[src/hdl/pin_matrix_consts.svh]
/*
  Constants for the pin function matrix: pin counts, pin boundaries of
  each function, layout of the function select word and timer counts.
  Assumes it is included by bare name from the design files.
*/
`ifndef PIN_MATRIX_CONSTS_SVH
`define PIN_MATRIX_CONSTS_SVH

`define PINS 60
`define GROUPS 8
`define SUPPLIES 8
`define TMR_W 16
// pin boundaries of each alternate function
`define DQ_LO_LAST 15
`define CTL_LAST 29
`define STRAP_FIRST 30
`define STRAP_LAST 32
`define DQ_HI_FIRST 33
`define DQ_HI_LAST 44
`define SHARED_A_FIRST 46
`define SHARED_A_LAST 49
`define AUDIO_FIRST 50
`define AUDIO_LAST 52
`define SHARED_B_FIRST 53
`define SHARED_B_LAST 56
`define AUDIO_EXTRA 57
`define TWI_FIRST 58
`define PP_PINS 50
`define DQ_HI_BASE 16
`define DQ_TOP_BASE 28
`define NARROW_BITS 16
// pin_function_select word layout
`define SEL_W 7
`define SEL_PP_EN 2
`define SEL_UART_EN 3
`define SEL_SPI_EN 4
`define SEL_AUDIO_EN 5
`define SEL_TWI_EN 6
// slow timer tick derived from the reference clock
`define CLK_PERIOD_NS 5
`define SLOW_TICK_NS 1000
`define SLOW_DIV (`SLOW_TICK_NS / `CLK_PERIOD_NS)
`define SLOW_DIV_W 8

`endif

[src/hdl/pin_matrix_pkg.sv]
/*
  Types shared by the pin function matrix and its per-pin slot.
  Assumes nothing of its surroundings.
*/
package pin_matrix_pkg;
  // parallel port width code held in the low select bits
  typedef enum logic [1:0] {BW_8, BW_16, BW_24, BW_32} bus_width_t;
  // role a pin currently plays
  typedef enum logic [3:0] {
    FN_OFF, FN_PARALLEL, FN_STRAP, FN_UART, FN_SPI, FN_AUDIO, FN_TWI,
    FN_SIMPLE, FN_TIMED
  } pin_func_t;
endpackage : pin_matrix_pkg

[src/hdl/io_pin_function_matrix.sv]
/*
  Pin function matrix: assigns sixty pads to the parallel port, serial
  peripherals, simple or timed general-purpose I/O, and watches the I/O
  supplies. Assumes peripherals and software ports run on i_ref_clk;
  pads and supply flags are asynchronous and are synchronised here.
*/
// Overview of operation
// - sixty pads, each usable as general-purpose I/O or a peripheral
// - pads go to functions by mode; per-pad overrides take precedence
// - simple pads: software output, readable input, change interrupt
// - timed pads: counter, period, threshold per group; slow/fast tick
// - timer group of a pad is its index modulo eight
// - only the lowest overridden pad of a group gets the timer
// - parallel data, clock, control, strap and hi data placement
// - audio, two-wire, shared data/UART and SPI/UART placement
// - narrow bus: UART on 46-49, SPI on 53-56
// - wide bus: UART on 53-56, no SPI
// - narrow-only part: wide data roles never apply
// - weak pull-up and pull-down per pad
// - all pads undriven after reset until configured
// - data pads go simple by select alone; others need override
// - timed override may be set on any pad
// - supply status, event and mask visible to software
`timescale 1ns/10ps
`include "pin_matrix_consts.svh"
module io_pin_function_matrix (
  input wire logic i_ref_clk, // reference clock, 200 MHz
  input wire logic i_rstn, // async reset, active low
  input wire logic i_sel_wr, // pulse: load pin_function_select
  input wire logic [`SEL_W-1:0] i_pin_function_select, // select word
  input wire logic i_wide_capable, // part supports wide bus (pin)
  input wire logic [`PINS-1:0] i_simple_override, // per pad
  input wire logic [`PINS-1:0] i_timed_override, // per pad
  input wire logic [2*`PINS-1:0] i_drive_strength_cfg, // 2 bits a pad
  input wire logic [`PINS-1:0] i_weak_pullup_cfg, // per pad
  input wire logic [`PINS-1:0] i_weak_pulldown_cfg, // per pad
  input wire logic [`PINS-1:0] i_pad_in, // pad levels
  output logic [`PINS-1:0] o_pad_out, // pad output values
  output logic [`PINS-1:0] o_pad_oe, // pad output enables
  output logic [2*`PINS-1:0] o_pad_ds, // pad drive strengths
  output logic [`PINS-1:0] o_pad_pu, // pad pull-up enables
  output logic [`PINS-1:0] o_pad_pd, // pad pull-down enables
  input wire logic [`PP_PINS-1:0] i_pp_out, // parallel port out, by pad
  input wire logic [`PP_PINS-1:0] i_pp_oe, // parallel port oe, by pad
  output logic [`PP_PINS-1:0] o_pp_in, // parallel port in, by pad
  output logic [2:0] o_strap, // boot strap levels
  input wire logic [3:0] i_uart_out, // uart outputs
  input wire logic [3:0] i_uart_oe, // uart enables
  output logic [3:0] o_uart_in, // uart inputs
  input wire logic [3:0] i_spi_out, // spi outputs
  input wire logic [3:0] i_spi_oe, // spi enables
  output logic [3:0] o_spi_in, // spi inputs
  input wire logic [3:0] i_audio_out, // serial audio outputs
  input wire logic [3:0] i_audio_oe, // serial audio enables
  output logic [3:0] o_audio_in, // serial audio inputs
  input wire logic [1:0] i_twi_drive_low, // two-wire pull low
  output logic [1:0] o_twi_in, // two-wire line levels
  input wire logic [`PINS-1:0] i_gpio_out, // simple gpio out values
  input wire logic [`PINS-1:0] i_gpio_oe, // simple gpio enables
  input wire logic [`PINS-1:0] i_gpio_intr_en, // change irq enables
  output logic [`PINS-1:0] o_gpio_in, // pad input values
  output logic [`PINS-1:0] o_gpio_intr, // pulse: simple pad changed
  input wire logic [`GROUPS-1:0] i_timer_fast_sel, // 1: fast tick
  input wire logic [`GROUPS*`TMR_W-1:0] i_timer_period, // per group
  input wire logic [`GROUPS*`TMR_W-1:0] i_timer_thresh, // per group
  output logic [`GROUPS*`TMR_W-1:0] o_timer_count, // per group
  output logic [`GROUPS-1:0] o_timer_wrap, // pulse: counter wrapped
  input wire logic [`SUPPLIES-1:0] i_io_supply, // supply good levels
  input wire logic [`SUPPLIES-1:0] i_io_supply_event_clr, // pulses
  input wire logic [`SUPPLIES-1:0] i_io_supply_event_mask, // 1: enable
  output logic [`SUPPLIES-1:0] o_io_supply_status, // synced status
  output logic [`SUPPLIES-1:0] o_io_supply_event, // sticky events
  output logic o_io_supply_irq // masked event request
);
  logic [`SEL_W-1:0] sel_reg, sel_next;
  logic cfg_reg, cfg_next;
  logic wide_meta_reg, wide_ok_reg;
  logic [`PINS-1:0] pad_meta_reg, pad_sync_reg, in_reg, intr_next;
  logic [`PINS-1:0] timed_mask, simple_mask, alt_out, alt_oe, tmr_pad;
  pin_matrix_pkg::pin_func_t func [`PINS];
  logic [`TMR_W-1:0] cnt_reg [`GROUPS];
  logic [`TMR_W-1:0] cnt_next [`GROUPS];
  logic [`GROUPS-1:0] wrap_next;
  logic [`SLOW_DIV_W-1:0] div_reg, div_next;
  logic slow_tick;
  logic [`SUPPLIES-1:0] sup_meta_reg, sup_sync_reg, event_next;
  logic [3:0] uart_in_next;
  logic [`GROUPS-1:0] grp_ok;

  // ==========================================================
  // role of a pad from the select word, before overrides
  function automatic pin_matrix_pkg::pin_func_t base_func(
      input int p, input logic [`SEL_W-1:0] sel, input logic wide_ok);
    int bw;
    logic wide;
    logic pp;
    pin_matrix_pkg::pin_func_t f;
    bw = 8 * (int'(sel[1:0]) + 1);
    if (!wide_ok && bw > `NARROW_BITS)
      bw = `NARROW_BITS;
    wide = (bw > `NARROW_BITS);
    pp = sel[`SEL_PP_EN];
    f = pin_matrix_pkg::FN_OFF;
    if (p <= `DQ_LO_LAST)
      f = (pp && p < bw) ? pin_matrix_pkg::FN_PARALLEL
                         : pin_matrix_pkg::FN_SIMPLE;
    else if (p <= `CTL_LAST)
      f = pp ? pin_matrix_pkg::FN_PARALLEL : pin_matrix_pkg::FN_OFF;
    else if (p <= `STRAP_LAST)
      f = pin_matrix_pkg::FN_STRAP;
    else if (p <= `DQ_HI_LAST) begin
      if (wide_ok)
        f = (pp && p - `DQ_HI_FIRST + `DQ_HI_BASE < bw)
            ? pin_matrix_pkg::FN_PARALLEL : pin_matrix_pkg::FN_SIMPLE;
    end else if (p >= `SHARED_A_FIRST && p <= `SHARED_A_LAST) begin
      if (wide)
        f = (pp && p - `SHARED_A_FIRST + `DQ_TOP_BASE < bw)
            ? pin_matrix_pkg::FN_PARALLEL : pin_matrix_pkg::FN_SIMPLE;
      else if (sel[`SEL_UART_EN])
        f = pin_matrix_pkg::FN_UART;
    end else if ((p >= `AUDIO_FIRST && p <= `AUDIO_LAST) ||
                 p == `AUDIO_EXTRA) begin
      if (sel[`SEL_AUDIO_EN])
        f = pin_matrix_pkg::FN_AUDIO;
    end else if (p >= `SHARED_B_FIRST && p <= `SHARED_B_LAST) begin
      // wide bus moves uart, drops spi
      if (wide && sel[`SEL_UART_EN])
        f = pin_matrix_pkg::FN_UART;
      else if (!wide && sel[`SEL_SPI_EN])
        f = pin_matrix_pkg::FN_SPI;
    end else if (p >= `TWI_FIRST && sel[`SEL_TWI_EN])
      f = pin_matrix_pkg::FN_TWI;
    return f;
  endfunction : base_func

  // ==========================================================
  // select register and configured flag
  always_comb begin
    sel_next = sel_reg;
    cfg_next = cfg_reg;
    // roles only after a select load
    if (i_sel_wr) begin
      sel_next = i_pin_function_select;
      cfg_next = 1'b1;
    end
  end

  always_ff @(posedge i_ref_clk or negedge i_rstn) begin
    if (!i_rstn) begin
      sel_reg <= '0;
      cfg_reg <= 1'b0;
    end else begin
      sel_reg <= sel_next;
      cfg_reg <= cfg_next;
    end
  end

  // ==========================================================
  // role of every pad after overrides
  always_comb begin
    logic found;
    found = 1'b0;
    timed_mask = '0;
    // any pad may ask for timer
    for (int g = 0; g < `GROUPS; g++) begin
      found = 1'b0;
      for (int p = g; p < `PINS; p += `GROUPS) begin
        if (i_timed_override[p] && !found) begin
          timed_mask[p] = 1'b1;
          found = 1'b1;
        end
      end
    end
    for (int p = 0; p < `PINS; p++) begin
      if (!cfg_reg)
        func[p] = pin_matrix_pkg::FN_OFF;
      else if (timed_mask[p])
        func[p] = pin_matrix_pkg::FN_TIMED;
      else if (i_simple_override[p])
        func[p] = pin_matrix_pkg::FN_SIMPLE;
      else
        func[p] = base_func(p, sel_reg, wide_ok_reg);
      simple_mask[p] = (func[p] == pin_matrix_pkg::FN_SIMPLE);
    end
  end

  // ==========================================================
  // peripheral sources lined up by pad index
  always_comb begin
    alt_out = '0;
    alt_oe = '0;
    for (int p = 0; p < `PINS; p++) begin
      case (func[p])
        pin_matrix_pkg::FN_PARALLEL: begin
          if (p < `PP_PINS) begin
            alt_out[p] = i_pp_out[p];
            alt_oe[p] = i_pp_oe[p];
          end
        end
        pin_matrix_pkg::FN_UART: begin
          alt_out[p] = (p >= `SHARED_B_FIRST)
              ? i_uart_out[(p - `SHARED_B_FIRST) % 4]
              : i_uart_out[(p - `SHARED_A_FIRST) % 4];
          alt_oe[p] = (p >= `SHARED_B_FIRST)
              ? i_uart_oe[(p - `SHARED_B_FIRST) % 4]
              : i_uart_oe[(p - `SHARED_A_FIRST) % 4];
        end
        pin_matrix_pkg::FN_SPI: begin
          alt_out[p] = i_spi_out[(p - `SHARED_B_FIRST) % 4];
          alt_oe[p] = i_spi_oe[(p - `SHARED_B_FIRST) % 4];
        end
        pin_matrix_pkg::FN_AUDIO: begin
          alt_out[p] = (p == `AUDIO_EXTRA) ? i_audio_out[3]
              : i_audio_out[(p - `AUDIO_FIRST) % 4];
          alt_oe[p] = (p == `AUDIO_EXTRA) ? i_audio_oe[3]
              : i_audio_oe[(p - `AUDIO_FIRST) % 4];
        end
        pin_matrix_pkg::FN_TWI: begin
          alt_out[p] = 1'b0;
          alt_oe[p] = i_twi_drive_low[(p - `TWI_FIRST) % 2];
        end
        default: begin
          alt_out[p] = 1'b0;
          alt_oe[p] = 1'b0;
        end
      endcase
    end
  end

  // ==========================================================
  // one slot per pad
  for (genvar p = 0; p < `PINS; p++) begin : g_slot
    pin_slot u_slot (
      .i_ref_clk(i_ref_clk),
      .i_rstn(i_rstn),
      .i_func(func[p]),
      .i_alt_out(alt_out[p]),
      .i_alt_oe(alt_oe[p]),
      .i_gpio_out(i_gpio_out[p]),
      .i_gpio_oe(i_gpio_oe[p]),
      .i_tmr_out(tmr_pad[p]),
      .i_ds(i_drive_strength_cfg[2*p +: 2]),
      .i_pu(i_weak_pullup_cfg[p]),
      .i_pd(i_weak_pulldown_cfg[p]),
      .o_pad_out(o_pad_out[p]),
      .o_pad_oe(o_pad_oe[p]),
      .o_pad_ds(o_pad_ds[2*p +: 2]),
      .o_pad_pu(o_pad_pu[p]),
      .o_pad_pd(o_pad_pd[p])
    );
  end

  // ==========================================================
  // group timers: counter wraps at period, pad high below threshold
  always_comb begin
    div_next = (div_reg == `SLOW_DIV_W'(`SLOW_DIV - 1))
        ? '0 : div_reg + 1'b1;
    slow_tick = (div_reg == `SLOW_DIV_W'(`SLOW_DIV - 1));
    for (int g = 0; g < `GROUPS; g++) begin
      cnt_next[g] = cnt_reg[g];
      wrap_next[g] = 1'b0;
      if (i_timer_fast_sel[g] || slow_tick) begin
        if (cnt_reg[g] >= i_timer_period[g*`TMR_W +: `TMR_W]) begin
          cnt_next[g] = '0;
          wrap_next[g] = 1'b1;
        end else
          cnt_next[g] = cnt_reg[g] + 1'b1;
      end
    end
    for (int p = 0; p < `PINS; p++)
      tmr_pad[p] = cnt_reg[p % `GROUPS] <
          i_timer_thresh[(p % `GROUPS)*`TMR_W +: `TMR_W];
  end

  always_ff @(posedge i_ref_clk or negedge i_rstn) begin
    if (!i_rstn) begin
      div_reg <= '0;
      o_timer_wrap <= '0;
      for (int g = 0; g < `GROUPS; g++)
        cnt_reg[g] <= '0;
    end else begin
      div_reg <= div_next;
      o_timer_wrap <= wrap_next;
      for (int g = 0; g < `GROUPS; g++)
        cnt_reg[g] <= cnt_next[g];
    end
  end

  for (genvar g = 0; g < `GROUPS; g++) begin : g_cnt
    assign o_timer_count[g*`TMR_W +: `TMR_W] = cnt_reg[g];
  end

  // ==========================================================
  // pad inputs and supply flags: two-flop synchronisers, then registers
  always_comb begin
    intr_next = i_gpio_intr_en & simple_mask & (pad_sync_reg ^ in_reg);
    uart_in_next = (func[`SHARED_B_FIRST] == pin_matrix_pkg::FN_UART)
        ? pad_sync_reg[`SHARED_B_LAST:`SHARED_B_FIRST]
        : pad_sync_reg[`SHARED_A_LAST:`SHARED_A_FIRST];
    event_next = (o_io_supply_event & ~i_io_supply_event_clr) |
        (sup_sync_reg ^ o_io_supply_status);
  end

  always_ff @(posedge i_ref_clk or negedge i_rstn) begin
    if (!i_rstn) begin
      pad_meta_reg <= '0;
      pad_sync_reg <= '0;
      in_reg <= '0;
      o_gpio_intr <= '0;
      o_uart_in <= '0;
      wide_meta_reg <= 1'b0;
      wide_ok_reg <= 1'b0;
      sup_meta_reg <= '0;
      sup_sync_reg <= '0;
      o_io_supply_status <= '0;
      o_io_supply_event <= '0;
      o_io_supply_irq <= 1'b0;
    end else begin
      pad_meta_reg <= i_pad_in;
      pad_sync_reg <= pad_meta_reg;
      in_reg <= pad_sync_reg;
      o_gpio_intr <= intr_next;
      o_uart_in <= uart_in_next;
      wide_meta_reg <= i_wide_capable;
      wide_ok_reg <= wide_meta_reg;
      sup_meta_reg <= i_io_supply;
      sup_sync_reg <= sup_meta_reg;
      o_io_supply_status <= sup_sync_reg;
      o_io_supply_event <= event_next;
      o_io_supply_irq <= |(event_next & i_io_supply_event_mask);
    end
  end

  assign o_gpio_in = in_reg;
  assign o_pp_in = in_reg[`PP_PINS-1:0];
  assign o_strap = in_reg[`STRAP_LAST:`STRAP_FIRST];
  assign o_spi_in = in_reg[`SHARED_B_LAST:`SHARED_B_FIRST];
  assign o_audio_in = {in_reg[`AUDIO_EXTRA], in_reg[`AUDIO_LAST:`AUDIO_FIRST]};
  assign o_twi_in = in_reg[`PINS-1:`TWI_FIRST];

  // ==========================================================
  // checks
  always_comb begin
    for (int g = 0; g < `GROUPS; g++) begin
      grp_ok[g] = 1'b1;
      for (int p = g + `GROUPS; p < `PINS; p += `GROUPS)
        for (int q = g; q < p; q += `GROUPS)
          if (func[p] == pin_matrix_pkg::FN_TIMED &&
              func[q] == pin_matrix_pkg::FN_TIMED)
            grp_ok[g] = 1'b0;
    end
  end

  property p_undriven;
    @(posedge i_ref_clk) disable iff (!i_rstn)
      !cfg_reg |=> (o_pad_oe == '0);
  endproperty
  a_undriven: assert property (p_undriven)
    else $error("pad driven before configuration");

  property p_one_timed;
    @(posedge i_ref_clk) disable iff (!i_rstn) &grp_ok;
  endproperty
  a_one_timed: assert property (p_one_timed)
    else $error("two timed pads in one group");

  property p_drive;
    @(posedge i_ref_clk) disable iff (!i_rstn)
      ##1 o_pad_ds == $past(i_drive_strength_cfg);
  endproperty
  a_drive: assert property (p_drive)
    else $error("drive strength not applied");

  property p_irq;
    @(posedge i_ref_clk) disable iff (!i_rstn)
      ##1 o_io_supply_irq ==
        |(o_io_supply_event & $past(i_io_supply_event_mask));
  endproperty
  a_irq: assert property (p_irq)
    else $error("supply irq does not match masked events");

  property p_event_set;
    @(posedge i_ref_clk) disable iff (!i_rstn)
      (sup_sync_reg != o_io_supply_status) |=>
        ((o_io_supply_event & $past(sup_sync_reg ^ o_io_supply_status))
         == $past(sup_sync_reg ^ o_io_supply_status));
  endproperty
  a_event_set: assert property (p_event_set)
    else $error("supply change not latched");

  property p_uart_wide;
    @(posedge i_ref_clk) disable iff (!i_rstn)
      (cfg_reg && wide_ok_reg && sel_reg[1] && sel_reg[`SEL_UART_EN]
       && !i_timed_override[`SHARED_B_FIRST]
       && !i_simple_override[`SHARED_B_FIRST])
      |=> o_pad_oe[`SHARED_B_FIRST] == $past(i_uart_oe[0]);
  endproperty
  a_uart_wide: assert property (p_uart_wide)
    else $error("uart not moved on wide bus");

  property p_spi_narrow;
    @(posedge i_ref_clk) disable iff (!i_rstn)
      (cfg_reg && !sel_reg[1] && sel_reg[`SEL_SPI_EN]
       && !i_timed_override[`SHARED_B_FIRST]
       && !i_simple_override[`SHARED_B_FIRST])
      |=> o_pad_out[`SHARED_B_FIRST] == $past(i_spi_out[0]);
  endproperty
  a_spi_narrow: assert property (p_spi_narrow)
    else $error("spi missing on narrow bus");

  property p_twi;
    @(posedge i_ref_clk) disable iff (!i_rstn)
      ##1 (o_pad_out[`TWI_FIRST] == 1'b0 || !o_pad_oe[`TWI_FIRST]
           || $past(func[`TWI_FIRST]) != pin_matrix_pkg::FN_TWI);
  endproperty
  a_twi: assert property (p_twi)
    else $error("two-wire pad driven high");

  property p_wrap;
    @(posedge i_ref_clk) disable iff (!i_rstn)
      o_timer_wrap[0] |-> o_timer_count[`TMR_W-1:0] == '0;
  endproperty
  a_wrap: assert property (p_wrap)
    else $error("timer wrap without reload");
endmodule : io_pin_function_matrix

[src/hdl/pin_slot.sv]
/*
  One pad slot: picks the driver of a pad from its role and registers
  the pad controls. Assumes the role and all sources share i_ref_clk.
*/
`timescale 1ns/10ps
module pin_slot (
  input wire logic i_ref_clk, // reference clock
  input wire logic i_rstn, // async reset, active low
  input wire pin_matrix_pkg::pin_func_t i_func, // current role
  input wire logic i_alt_out, // peripheral output value
  input wire logic i_alt_oe, // peripheral output enable
  input wire logic i_gpio_out, // software output value
  input wire logic i_gpio_oe, // software output enable
  input wire logic i_tmr_out, // timer waveform
  input wire logic [1:0] i_ds, // drive strength level
  input wire logic i_pu, // weak pull-up request
  input wire logic i_pd, // weak pull-down request
  output logic o_pad_out, // pad output value
  output logic o_pad_oe, // pad output enable
  output logic [1:0] o_pad_ds, // pad drive strength
  output logic o_pad_pu, // pad pull-up enable
  output logic o_pad_pd // pad pull-down enable
);
  logic out_next;
  logic oe_next;

  // ==========================================================
  // driver selection
  always_comb begin
    out_next = 1'b0;
    oe_next = 1'b0;
    case (i_func)
      pin_matrix_pkg::FN_PARALLEL, pin_matrix_pkg::FN_UART,
      pin_matrix_pkg::FN_SPI, pin_matrix_pkg::FN_AUDIO,
      pin_matrix_pkg::FN_TWI: begin
        out_next = i_alt_out;
        oe_next = i_alt_oe;
      end
      pin_matrix_pkg::FN_SIMPLE: begin
        out_next = i_gpio_out;
        oe_next = i_gpio_oe;
      end
      pin_matrix_pkg::FN_TIMED: begin
        out_next = i_tmr_out;
        oe_next = 1'b1;
      end
      default: begin
        out_next = 1'b0; // straps and unused pins stay undriven
        oe_next = 1'b0;
      end
    endcase
  end

  // ==========================================================
  // pad registers; strength and pull-up follow software in every role, pull-down only when pull-up is off
  always_ff @(posedge i_ref_clk or negedge i_rstn) begin
    if (!i_rstn) begin
      o_pad_out <= 1'b0;
      o_pad_oe <= 1'b0;
      o_pad_ds <= 2'h0;
      o_pad_pu <= 1'b0;
      o_pad_pd <= 1'b0;
    end else begin
      o_pad_out <= out_next;
      o_pad_oe <= oe_next;
      o_pad_ds <= i_ds;
      o_pad_pu <= i_pu;
      o_pad_pd <= i_pd & ~i_pu;
    end
  end
endmodule : pin_slot

[config.mk]
export PLATFORM = sky130hd
export DESIGN_NAME = io_pin_function_matrix
export DESIGN_NICKNAME = d
export VERILOG_FILES = /design/src/hdl/pin_matrix_pkg.sv /design/src/hdl/io_pin_function_matrix.sv /design/src/hdl/pin_slot.sv
export VERILOG_INCLUDE_DIRS = /design/src /design/src/hdl
export SDC_FILE = /design/constraint.sdc
export NUM_CORES = 1
export LEC_CHECK = 0
export BUFFER_PORTS_ARGS = -buffer_cell sky130_fd_sc_hd__buf_2
export CORE_AREA = 5 5 665 667
export DETAILED_ROUTE_END_ITERATION = 16
export DIE_AREA = 0 0 670 672
export PLACE_DENSITY_LB_ADDON = 0.08
export SETUP_SLACK_MARGIN = 0.15
export SLEW_MARGIN = 10
export SYNTH_ARGS = -nofsm -noshare
export SYNTH_HDL_FRONTEND = slang
export SYNTH_SLANG_ARGS = --single-unit
export TNS_END_PERCENT = 20
[constraint.sdc]
create_clock -name i_ref_clk -period 3 [get_ports i_ref_clk]
set_clock_uncertainty 0.1 [all_clocks]
set_input_delay 0.6 -clock i_ref_clk [delete_from_list [all_inputs] [get_ports i_ref_clk]]
set_output_delay 0.6 -clock i_ref_clk [all_outputs]
set_load 0.05 [all_outputs]
# Word-level counts from Yosys, hierarchy flattened
# Cells that the tools add are included.
[word_totals]
register_bits = 791
in_bits = 1025
out_inout_bits = 700
elab_cells = 1941
[classes]
n_addsub = 10
order_cmp = 57
n_eq_ne = 421
muxes = 719
bitwise_logic = 128
n_reduce_logical = 282
[op_table]
columns = ["cell", "count"]
rows = [
  ["two-way mux 32 bit", 108],
  ["equality test 4 x 3 -> 1 bit, second input constant", 240],
  ["two-way mux 4 bit", 131],
  ["< comparator 6 x 32 -> 1 bit, first input constant", 16],
  ["one-hot mux 1 bit (3 select lines)", 170],
  ["two-way mux 3 bit", 108],
  ["OR reduction 5 bit", 60],
  ["> comparator 32 x 6 -> 1 bit, second input constant", 8],
  ["< comparator 5 x 32 -> 1 bit, first input constant", 8],
  ["equality test 4 x 1 -> 1 bit, second input constant", 60],
  ["equality test 4 x 2 -> 1 bit, second input constant", 60],
  ["equality test 4 bit, second input constant", 60],
  ["adder 16 x 1 -> 16 bit, second input constant", 8],
  ["greater-or-equal comparator 16 bit", 8],
  ["< comparator 16 bit", 8],
  ["< comparator 4 x 32 -> 1 bit, first input constant", 4],
  ["two-way mux 16 bit", 8],
  ["two-way mux 1 bit", 121],
  ["AND 60 bit", 2],
  ["OR reduction 3 bit", 36],
  ["one-hot mux 1 bit (4 select lines)", 24],
  ["logical AND 1 bit", 93],
  ["one-hot mux 1 bit (2 select lines)", 34],
  ["< comparator 3 x 32 -> 1 bit, first input constant", 2],
  ["22 further kinds", 240],
]

# Depth between registers and ports, before layout
# Gate-level depths: netlist of run 1.
[logic_depth]
word_depth = 35
mapped_depth = 9
mapped_depth_nobuf = 9

# Hierarchy
# From an unflattened synthesis of run 1, not the netlist that was laid out.
[unflattened]
cells_unflattened = 3868
hier_area_um2 = 39665.5
[by_module_without_submodules]
columns = ["mod", "instances", "cells_per_inst", "area_each_um2", "seq_area_each_um2"]
rows = [
  ["io_pin_function_matrix", 1, 2668, 25026.5, 10785.3],
  ["pin_slot", 60, 20, 244.0, 150.1],
]

# Worst setup path after synthesis of run 1
# Ideal clock, no wire load.
[synth_timing]
path_kind = "flip-flop to flip-flop"
from = "reg cnt_reg, in the netlist o_timer_count[84]"
to = "reg g_slot[45].u_slot.o_pad_out"
setup_time_ns = 0.071
arrival_time_ns = 2.428
required_ns = 2.829
path_slack_ns = 0.400
path_stages_with_launch = 8
n_path_buf = 0
synth_period_minus_slack_ns = 2.600
cell_sequence = "dfrtp_1 > ha_1 > a21o_1 > a221oi_1 > o21ai_0 > a2111o_1 > o2bb2a_1 > nor2_1"
[synth_via]
elab_chain_cells = 2
[synth_rtl]
columns = ["item", "line_no", "rtl"]
rows = [
  ["start: declaration", "io_pin_function_matrix.sv:81", "logic [`TMR_W-1:0] cnt_reg [`GROUPS];"],
  ["start signal: indexed assignment", "io_pin_function_matrix.sv:285", "cnt_reg[g] <= cnt_next[g];"],
  ["< comparator 16 bit", "io_pin_function_matrix.sv:271", "tmr_pad[p] = cnt_reg[p % `GROUPS] <"],
  ["one-hot mux 1 bit (3 select lines)", "pin_slot.sv:32", "case (i_func)"],
  ["net g_slot[45].u_slot.out_next", "pin_slot.sv:24", "logic out_next;"],
  ["end signal: assignment", "pin_slot.sv:64", "o_pad_out <= out_next;"],
  ["end: declaration", "pin_slot.sv:18", "output logic o_pad_out,"],
]
# The timed path passes the listed nets, and every way through them passes these cells.
# A chain may end at the register's enable or synchronous reset.

# Worst setup path in the final report of run 1
[layout_timing]
from = "in i_timed_override[12]"
to = "reg o_gpio_intr[44]"
[layout_via]
elab_chain_cells = 19
[layout_rtl]
columns = ["item", "line_no", "rtl"]
rows = [
  ["start: declaration", "io_pin_function_matrix.sv:33", "input wire logic [`PINS-1:0] i_timed_override,"],
  ["logical AND 1 bit *", "io_pin_function_matrix.sv:168", "if (i_timed_override[p] && !found) begin"],
  ["two-way mux 1 bit *", "io_pin_function_matrix.sv:168", ""],
  ["logical NOT 1 bit", "io_pin_function_matrix.sv:168", ""],
  ["logical AND 1 bit", "io_pin_function_matrix.sv:168", ""],
  ["two-way mux 1 bit *", "io_pin_function_matrix.sv:168", ""],
  ["logical NOT 1 bit", "io_pin_function_matrix.sv:168", ""],
  ["logical AND 1 bit", "io_pin_function_matrix.sv:168", ""],
  ["two-way mux 1 bit *", "io_pin_function_matrix.sv:168", ""],
  ["(+3 left out)", "-", ""],
  ["logical NOT 1 bit *", "io_pin_function_matrix.sv:168", ""],
  ["logical AND 1 bit *", "io_pin_function_matrix.sv:168", ""],
  ["two-way mux 1 bit *", "io_pin_function_matrix.sv:168", ""],
  ["two-way mux 4 bit *", "io_pin_function_matrix.sv:177", "else if (timed_mask[p])"],
  ["two-way mux 4 bit *", "io_pin_function_matrix.sv:175", "if (!cfg_reg)"],
  ["equality test 4 x 3 -> 1 bit *", "io_pin_function_matrix.sv:183", "simple_mask[p] = (func[p] == pin_matrix_pkg::FN_SIMPLE);"],
  ["AND 60 bit * (2 in series)", "io_pin_function_matrix.sv:296", "intr_next = i_gpio_intr_en & simple_mask & (pad_sync_reg ^ in_reg);"],
  ["net intr_next[44]", "io_pin_function_matrix.sv:78", "logic [`PINS-1:0] pad_meta_reg, pad_sync_reg, in_reg, intr_next;"],
  ["end signal: assignment", "io_pin_function_matrix.sv:322", "o_gpio_intr <= intr_next;"],
  ["end: declaration", "io_pin_function_matrix.sv:62", "output logic [`PINS-1:0] o_gpio_intr,"],
]
# Mark *: on every way through the listed nets, which the timed path passes. The rest lies on a longest branch.

==> results of run 1 <==
Yosys cell counts (all sizes together) (12+ instances only):
library cell	count
a211oi	20
a21oi	146
nor4	17
nand2	208
mux2i	32
and3	45
o22ai	19
or3	14
dfrtp	791
a31oi	12
clkbuf	33
nor3	66
a221oi	17
a22oi	27
nand4	72
buf	314
xnor2	76
o21ai	134
nor2b	89
nor4b	13
o211a	12
nor2	226
inv	307
nand3	107
ha	262
nand2b	21
xor2	88
a21o	59
and2	16
worst reg2reg max path, stage by stage, from the launching register on:
cell and delay (ns):
dfrtp_1 0.38, inv_1 0.11, ha_1 0.32, or2_2 0.35
o21ai_4 0.16, buf_4 0.34, nor2_1 0.21, nor3_1 0.20
dlygate4sd3_1 0.56
report_power, final:
group,total [mW],internal [mW],switching (mW)
Combinational,10.7,3.40,7.33
Sequential,12.5,11.5,0.936
Clock,14.8,8.91,5.90
Total,38.0,23.8,14.2
cells by family after synthesis:
kind of cell | after synthesis | share of synthesized area
compound gates | 531 | 0.09436
xor+xnor | 164 | 0.03912
fa+ha+maj | 262 | 0.08928
buf+inv | 654 | 0.09838
flops | 791 | 0.5391
mux | 43 | 0.01210
simple gates | 929 | 0.1277
worst max-delay path by stage:
stage	endpoint	slack, ns	cells after the start
floorplan	g_slot[45].u_slot.o_pad_out$_DFF_PN0_	0.40	7
global placement	g_slot[58].u_slot.o_pad_out$_DFF_PN0_	-0.23	10
detailed placement	g_slot[58].u_slot.o_pad_out$_DFF_PN0_	-0.20	10
CTS	o_gpio_in[50]	0.06	1
global route	g_slot[34].u_slot.o_pad_out$_DFF_PN0_	0.06	11
finish	o_gpio_intr[44]$_DFF_PN0_	0.18	9
through the flow:
stage / power, mW / hold slack (ns)
floorplan: 17.78 / 0.2044
global placement: 22.93 / 0.2324
detailed placement: 22.93 / 0.2347
CTS: 39.30 / 0.0004793
global route: 40.13 / 0.0006667
finish: 38.00 / 0.06996
layer usage:
layer / up-vias / track usage / share of wire
met4: 48 / 0.03412 / 0.030
met2: 1357 / 0.2633 / 0.53
met1: 17390 / 0.1447 / 0.36
met3: 441 / 0.04594 / 0.074
li1: 16150 / - / -
met5: - / 0 / 0.00093
placed cells by master (no fill, tap or decap), types with 32 or more instances in the layout:
cell           instances
diode_2               64
o21ai_0              129
mux2i_1               32
a21o_1                59
dfrtp_1              788
buf_2               1715
nand4_1               72
nor2b_1               87
xnor2_1               76
nor2_1               219
dlygate4sd3_1        664
inv_1                305
ha_1                 262
xor2_1                88
nor3_1                56
buf_4                226
a21oi_1              140
nand2_1              208
and3_1                45
clkbuf_16            120
nand3_1              106
buf_12                32
timing repair:
item / CTS / global route
hold buffers: 664 / 0
resized for setup: 2 / 7
setup endpoints to repair: 15 / 46
pin swaps: 1 / 1
buffers inserted: 2 / 1
endpoints found under the hold margin: 538 / 0
cell type report:
cell class	count	area, sq um
clock buffers	168	3453
inverters	307	1157
fillers	49840	372600
multi-input cells	1929	13460
repair buffers	2638	17580
diodes	64	160.2
flip-flops and latches	791	19800
well taps	5757	7203
clock inverters	43	598.1
==> flow_summary.rst, run 1 <==
.. list-table::
   :header-rows: 1

   * - Metric
     - Value
   * - Result of the run
     - complete, no violations
   * - Total Negative Setup Slacks
     - 0 ns
   * - Total iterations of the first detailed-routing run
     - 5
   * - Post-Syn Instances
     - 3374
   * - Mean instance size in the synthesized netlist
     - 10.88 sq um
   * - Core Footprint
     - 436000 sq um
   * - Vias per cell
     - 3.025
   * - Total grt overflow
     - 0
   * - Number of hold-slack violations in the final timing report
     - 0
   * - Setup crit start kind
     - input pin
   * - Hold Startpoint
     - i_gpio_intr_en[41]
   * - Insertion delay of the later-clocked pin in the worst-skew pair
     - 0.89 ns
   * - Die extent in x
     - 670 um
   * - Cell types with the largest area share after synthesis
     - dfrtp_1 54%, ha_1 8.9%, buf_4 6.3%, inv_1 3.1%, nor2_1 2.3%
   * - GRT Overall Usage
     - 0.1383
   * - Synth async-reset ratio
     - 1.000
   * - Worst path setup slack after routing
     - 0.1817 ns
   * - Unrepaired setup endpoints after global routing
     - yes
   * - Power density cells
     - 599.1 nW/um^2
   * - Crit-path max FO
     - 4
   * - Class of the most critical setup path
     - in -> reg
   * - Synth Flop Type
     - dfrtp_1
   * - Final routed DRC violation total
     - 0
   * - Post-detailed-routing wire length
     - 322900 um
   * - Count of routing violations after the opening detailed-route iteration
     - 1487
   * - Beginning of the worst register-to-register path
     - sel_reg[0]$_DFFE_PN0P_
   * - Data required time at the worst endpoint
     - 3.65 ns
   * - Number of nets in the layout
     - 7073
   * - Finished layout cell area
     - 63420 sq um
   * - Crit path buffers/inverters
     - 5
   * - Warning count from the yosys run
     - 0
   * - Headroom to the max-slew limit
     - 0.4591
   * - Count of unique library cells instantiated by Yosys
     - 84
   * - Cell type with the largest total area after synthesis
     - dfrtp_1
   * - Number of input and output port buffers inserted
     - 1716
   * - IO Count
     - 1725
   * - Crit path DAT
     - 3.46 ns
   * - Fin crit period
     - 2.818 ns
   * - CP Capture Type
     - register
   * - HP Class
     - in -> reg
   * - Count of flip-flops with a built-in enable after synthesis
     - 0
   * - Top delay family on crit path
     - buffers and inverters
   * - CTS clk-pin slew, worst paths
     - 0.06 ns
   * - Maximum clock rate
     - 0.3548 GHz
   * - Length in cells of the worst reg-to-reg path
     - 8
   * - Number of antenna-violating nets in the routed design
     - 0
   * - Final weighted congestion of routability-driven global placement
     - 0.8512
   * - Vias in the first global route
     - 38790
   * - Capture endpoint of the worst hold path
     - o_gpio_intr[41]$_DFF_PN0_
   * - DR WL/cell
     - 27.61 um
   * - Initial antenna violation count
     - 190
   * - WHS Path Cells
     - 3
   * - Non-filler instance count after layout
     - 11700
   * - Global-route wire length before repair
     - 410700 um
   * - Total nets after synthesis
     - 4661
   * - Max-cap violations
     - 0
   * - DP Cell Count
     - 10760
   * - Final count of negative-setup-slack endpoints
     - 0
   * - Clock tree from TritonCTS
     - done
   * - Post-placement setup slack
     - -0.1995 ns
   * - Share of cells above drive strength 1
     - 0.3795
   * - Via Count
     - 35390
   * - Area post-placement
     - 52510 sq um
   * - Actual transition at the worst max-transition pin
     - 0.8047 ns
   * - Die Area
     - 450200 sq um
   * - Detailed placer's ending HPWL
     - 286200 um
   * - Endpoint of the lowest-slack register-to-register path
     - o_gpio_intr[12]$_DFF_PN0_
   * - Chip height
     - 672 um
   * - Standard-cell rows
     - 243
   * - Area fraction of the dominant cell type after synthesis
     - 0.5391
   * - Maximum vdd drop
     - 0.4077 mV
   * - Sequential element share of the synthesized area
     - 0.5391
   * - TritonCTS Buffers
     - 119
   * - Number of flip-flops under the largest register name
     - 128
   * - Pins over their slew limit
     - 0
   * - Leakage power of the design
     - 30.55 nW
   * - # H-tree levels
     - 3
   * - Utilization of the core after routing
     - 0.1455
   * - Effective utilization at floorplan
     - 0.08422
   * - Area growth from synthesis to layout
     - 72.71%
   * - Origin of the worst setup path
     - i_timed_override[12]
   * - Crit-path slowest cell
     - dlygate4sd3_1
   * - Fraction of the cycle the final worst path needs
     - 0.9394
   * - CTS Buffer Depth
     - 4
   * - Cell-by-cell trace of the critical path
     - dlygate4sd3_1 -> buf_2 -> nor4_1 -> buf_4 -> nor2b_2 -> nand2_1 -> buf_4 -> nor3b_1 -> dlygate4sd3_1
   * - Maximum number of pins on one net before global-route repair
     - 67
   * - R2r setup slk
     - 0.19 ns
   * - Mapped Area
     - 36720 sq um
   * - Max incr delay on CP
     - 0.56 ns
   * - Num Clock Sinks
     - 791
   * - Total of flip-flops plus latches after synthesis
     - 791
   * - Clock Root Buffer
     - clkbuf_16
Note: power is estimated with default switching activity, not from simulation.
==> run 2, diff against run 1 <==
- clock period: 3 -> 2.89 ns (I/O delays scaled with it)
==> flow_summary.rst, run 2 (synthesized netlist as in run 1, its figures left out) <==
.. list-table::
   :header-rows: 1

   * - Metric
     - Value
   * - Clock tree from TritonCTS
     - done
   * - Origin of the worst setup path
     - i_timed_override[0]
   * - Class of the most critical setup path
     - in -> reg
   * - Number of nets in the layout
     - 7122
   * - Final routed DRC violation total
     - 0
   * - GRT Overall Usage
     - 0.1386
   * - Final count of negative-setup-slack endpoints
     - 0
   * - CTS clk-pin slew, worst paths
     - 0.06 ns
   * - Global-route wire length before repair
     - 412500 um
   * - Num Clock Sinks
     - 791
   * - Data required time at the worst endpoint
     - 3.54 ns
   * - DP Cell Count
     - 10790
   * - Unrepaired setup endpoints after global routing
     - yes
   * - Die Area
     - 450200 sq um
   * - Top delay family on crit path
     - buffers and inverters
   * - Result of the run
     - complete, no violations
   * - Cell-by-cell trace of the critical path
     - dlygate4sd3_1 -> buf_2 -> or4_1 -> nor3_2 -> buf_4 -> and3b_1 -> nand2b_1 -> nor2_1 -> dlygate4sd3_1
   * - Vias in the first global route
     - 39150
   * - Leakage power of the design
     - 30.88 nW
   * - Count of routing violations after the opening detailed-route iteration
     - 1609
   * - Vias per cell
     - 3.051
   * - Headroom to the max-slew limit
     - 0.4627
   * - Total grt overflow
     - 0
   * - Max incr delay on CP
     - 0.58 ns
   * - Chip height
     - 672 um
   * - Crit path DAT
     - 3.40 ns
   * - Number of hold-slack violations in the final timing report
     - 0
   * - Effective utilization at floorplan
     - 0.08422
   * - Core Footprint
     - 436000 sq um
   * - Area growth from synthesis to layout
     - 74.55%
   * - Maximum vdd drop
     - 0.4788 mV
   * - CP Capture Type
     - register
   * - Actual transition at the worst max-transition pin
     - 0.8032 ns
   * - Detailed placer's ending HPWL
     - 286900 um
   * - Fin crit period
     - 2.751 ns
   * - DR WL/cell
     - 27.66 um
   * - Max-cap violations
     - 0
   * - Standard-cell rows
     - 243
   * - Crit-path max FO
     - 7
   * - HP Class
     - in -> async
   * - Via Count
     - 35850
   * - Total Negative Setup Slacks
     - 0 ns
   * - Share of cells above drive strength 1
     - 0.3857
   * - Number of flip-flops under the largest register name
     - 128
   * - IO Count
     - 1725
   * - Most common cell after layout, fill and taps aside
     - buf_2
   * - Clock Root Buffer
     - clkbuf_16
   * - Number of antenna-violating nets in the routed design
     - 0
   * - Non-filler instance count after layout
     - 11750
   * - Cell repeated most along the worst path
     - dlygate4sd3_1
   * - Maximum number of pins on one net before global-route repair
     - 69
   * - Number of input and output port buffers inserted
     - 1716
   * - Crit path buffers/inverters
     - 4
   * - Commonest non-fill, non-tap cells in the layout
     - 1715 x buf_2, 779 x dfrtp_1, 671 x dlygate4sd3_1
   * - Setup crit start kind
     - input pin
   * - Final weighted congestion of routability-driven global placement
     - 0.8501
   * - Utilization of the core after routing
     - 0.1470
   * - CTS Buffer Depth
     - 4
   * - Insertion delay of the later-clocked pin in the worst-skew pair
     - 0.86 ns
   * - Pins over their slew limit
     - 0
   * - Fraction of the cycle the final worst path needs
     - 0.9519
   * - Crit-path slowest cell
     - or4_1
   * - # H-tree levels
     - 3
   * - Die extent in x
     - 670 um
   * - Maximum clock rate
     - 0.3635 GHz
   * - TritonCTS Buffers
     - 122
   * - Post-detailed-routing wire length
     - 325100 um
   * - Initial antenna violation count
     - 194
   * - Total iterations of the first detailed-routing run
     - 5
   * - Power density cells
     - 622.7 nW/um^2
   * - Beginning of the worst register-to-register path
     - o_timer_count[125]$_DFFE_PN0P_
run 2: per-layer routing:
layer / up-vias / track usage / routed length, um
met2: 1325 / 0.2666 / 174700
li1: 16260 / - / -
met3: 439 / 0.04496 / 23740
met4: 56 / 0.03189 / 9158
met1: 17770 / 0.1445 / 117200
met5: - / 0 / 350
run 2: repair_timing:
item / CTS / global route
cloned: 0 / 2
endpoints found under the setup margin: 59 / 57
setup buffers: 0 / 5
hold endpoints to repair: 591 / 0
gates resized for setup: 33 / 15
hold buffers: 671 / 0
pin swaps: 5 / 3
run 2: power breakdown:
group          internal (mW)  switching (mW)  leakage (nW)
Combinational           3.68            7.73          19.3
Sequential              12.0           0.903          9.60
Clock                   9.40            6.23          2.00
run 2: area by class of cell:
type,count,area (sq um)
Timing Repair Buffer,2684,18090
Multi-Input combinational cell,1929,13560
Antenna cell,66,165.2
Fill cell,49860,371900
Inverter,307,1157
Clock buffer,179,3497
Sequential cell,791,19810
Clock inverter,39,614.3
Tap cell,5757,7203
run 2: worst paths after layout:
| kind | endpoint | slack [ns] | cells past startpoint |
|---|---|---|---|
| worst max-delay path | o_gpio_intr[56]$_DFF_PN0_ | 0.14 | 9 |
| worst min-delay path | g_slot[11].u_slot.o_pad_ds[0]$_DFF_PN0_ | 0.07 | 2 |
| worst max register to register | g_slot[15].u_slot.o_pad_out$_DFF_PN0_ | 0.23 | 8 |
| worst min register to register | pad_sync_reg[17]$_DFF_PN0_ | 0.21 | 0 |
| max in group asynchronous | o_timer_count[97]$_DFFE_PN0P_ | 1.38 | 4 |
| min in group i_ref_clk | o_gpio_intr[46]$_DFF_PN0_ | 0.09 | 3 |
run 2: through the flow:
step	worst slack (ns)	hold slack, ns	power (mW)	cell area, sq um
6_report	0.1389	0.06706	39.91	64090
3_5_place_dp	-0.2519	0.2347	23.94	52840
3_3_place_gp	-0.2437	0.2314	23.96	52840
4_1_cts	-0.01844	0.001193	41.29	63770
5_1_grt	0.07383	0.04076	42.08	64010
2_1_floorplan	0.2905	0.1824	18.46	36720
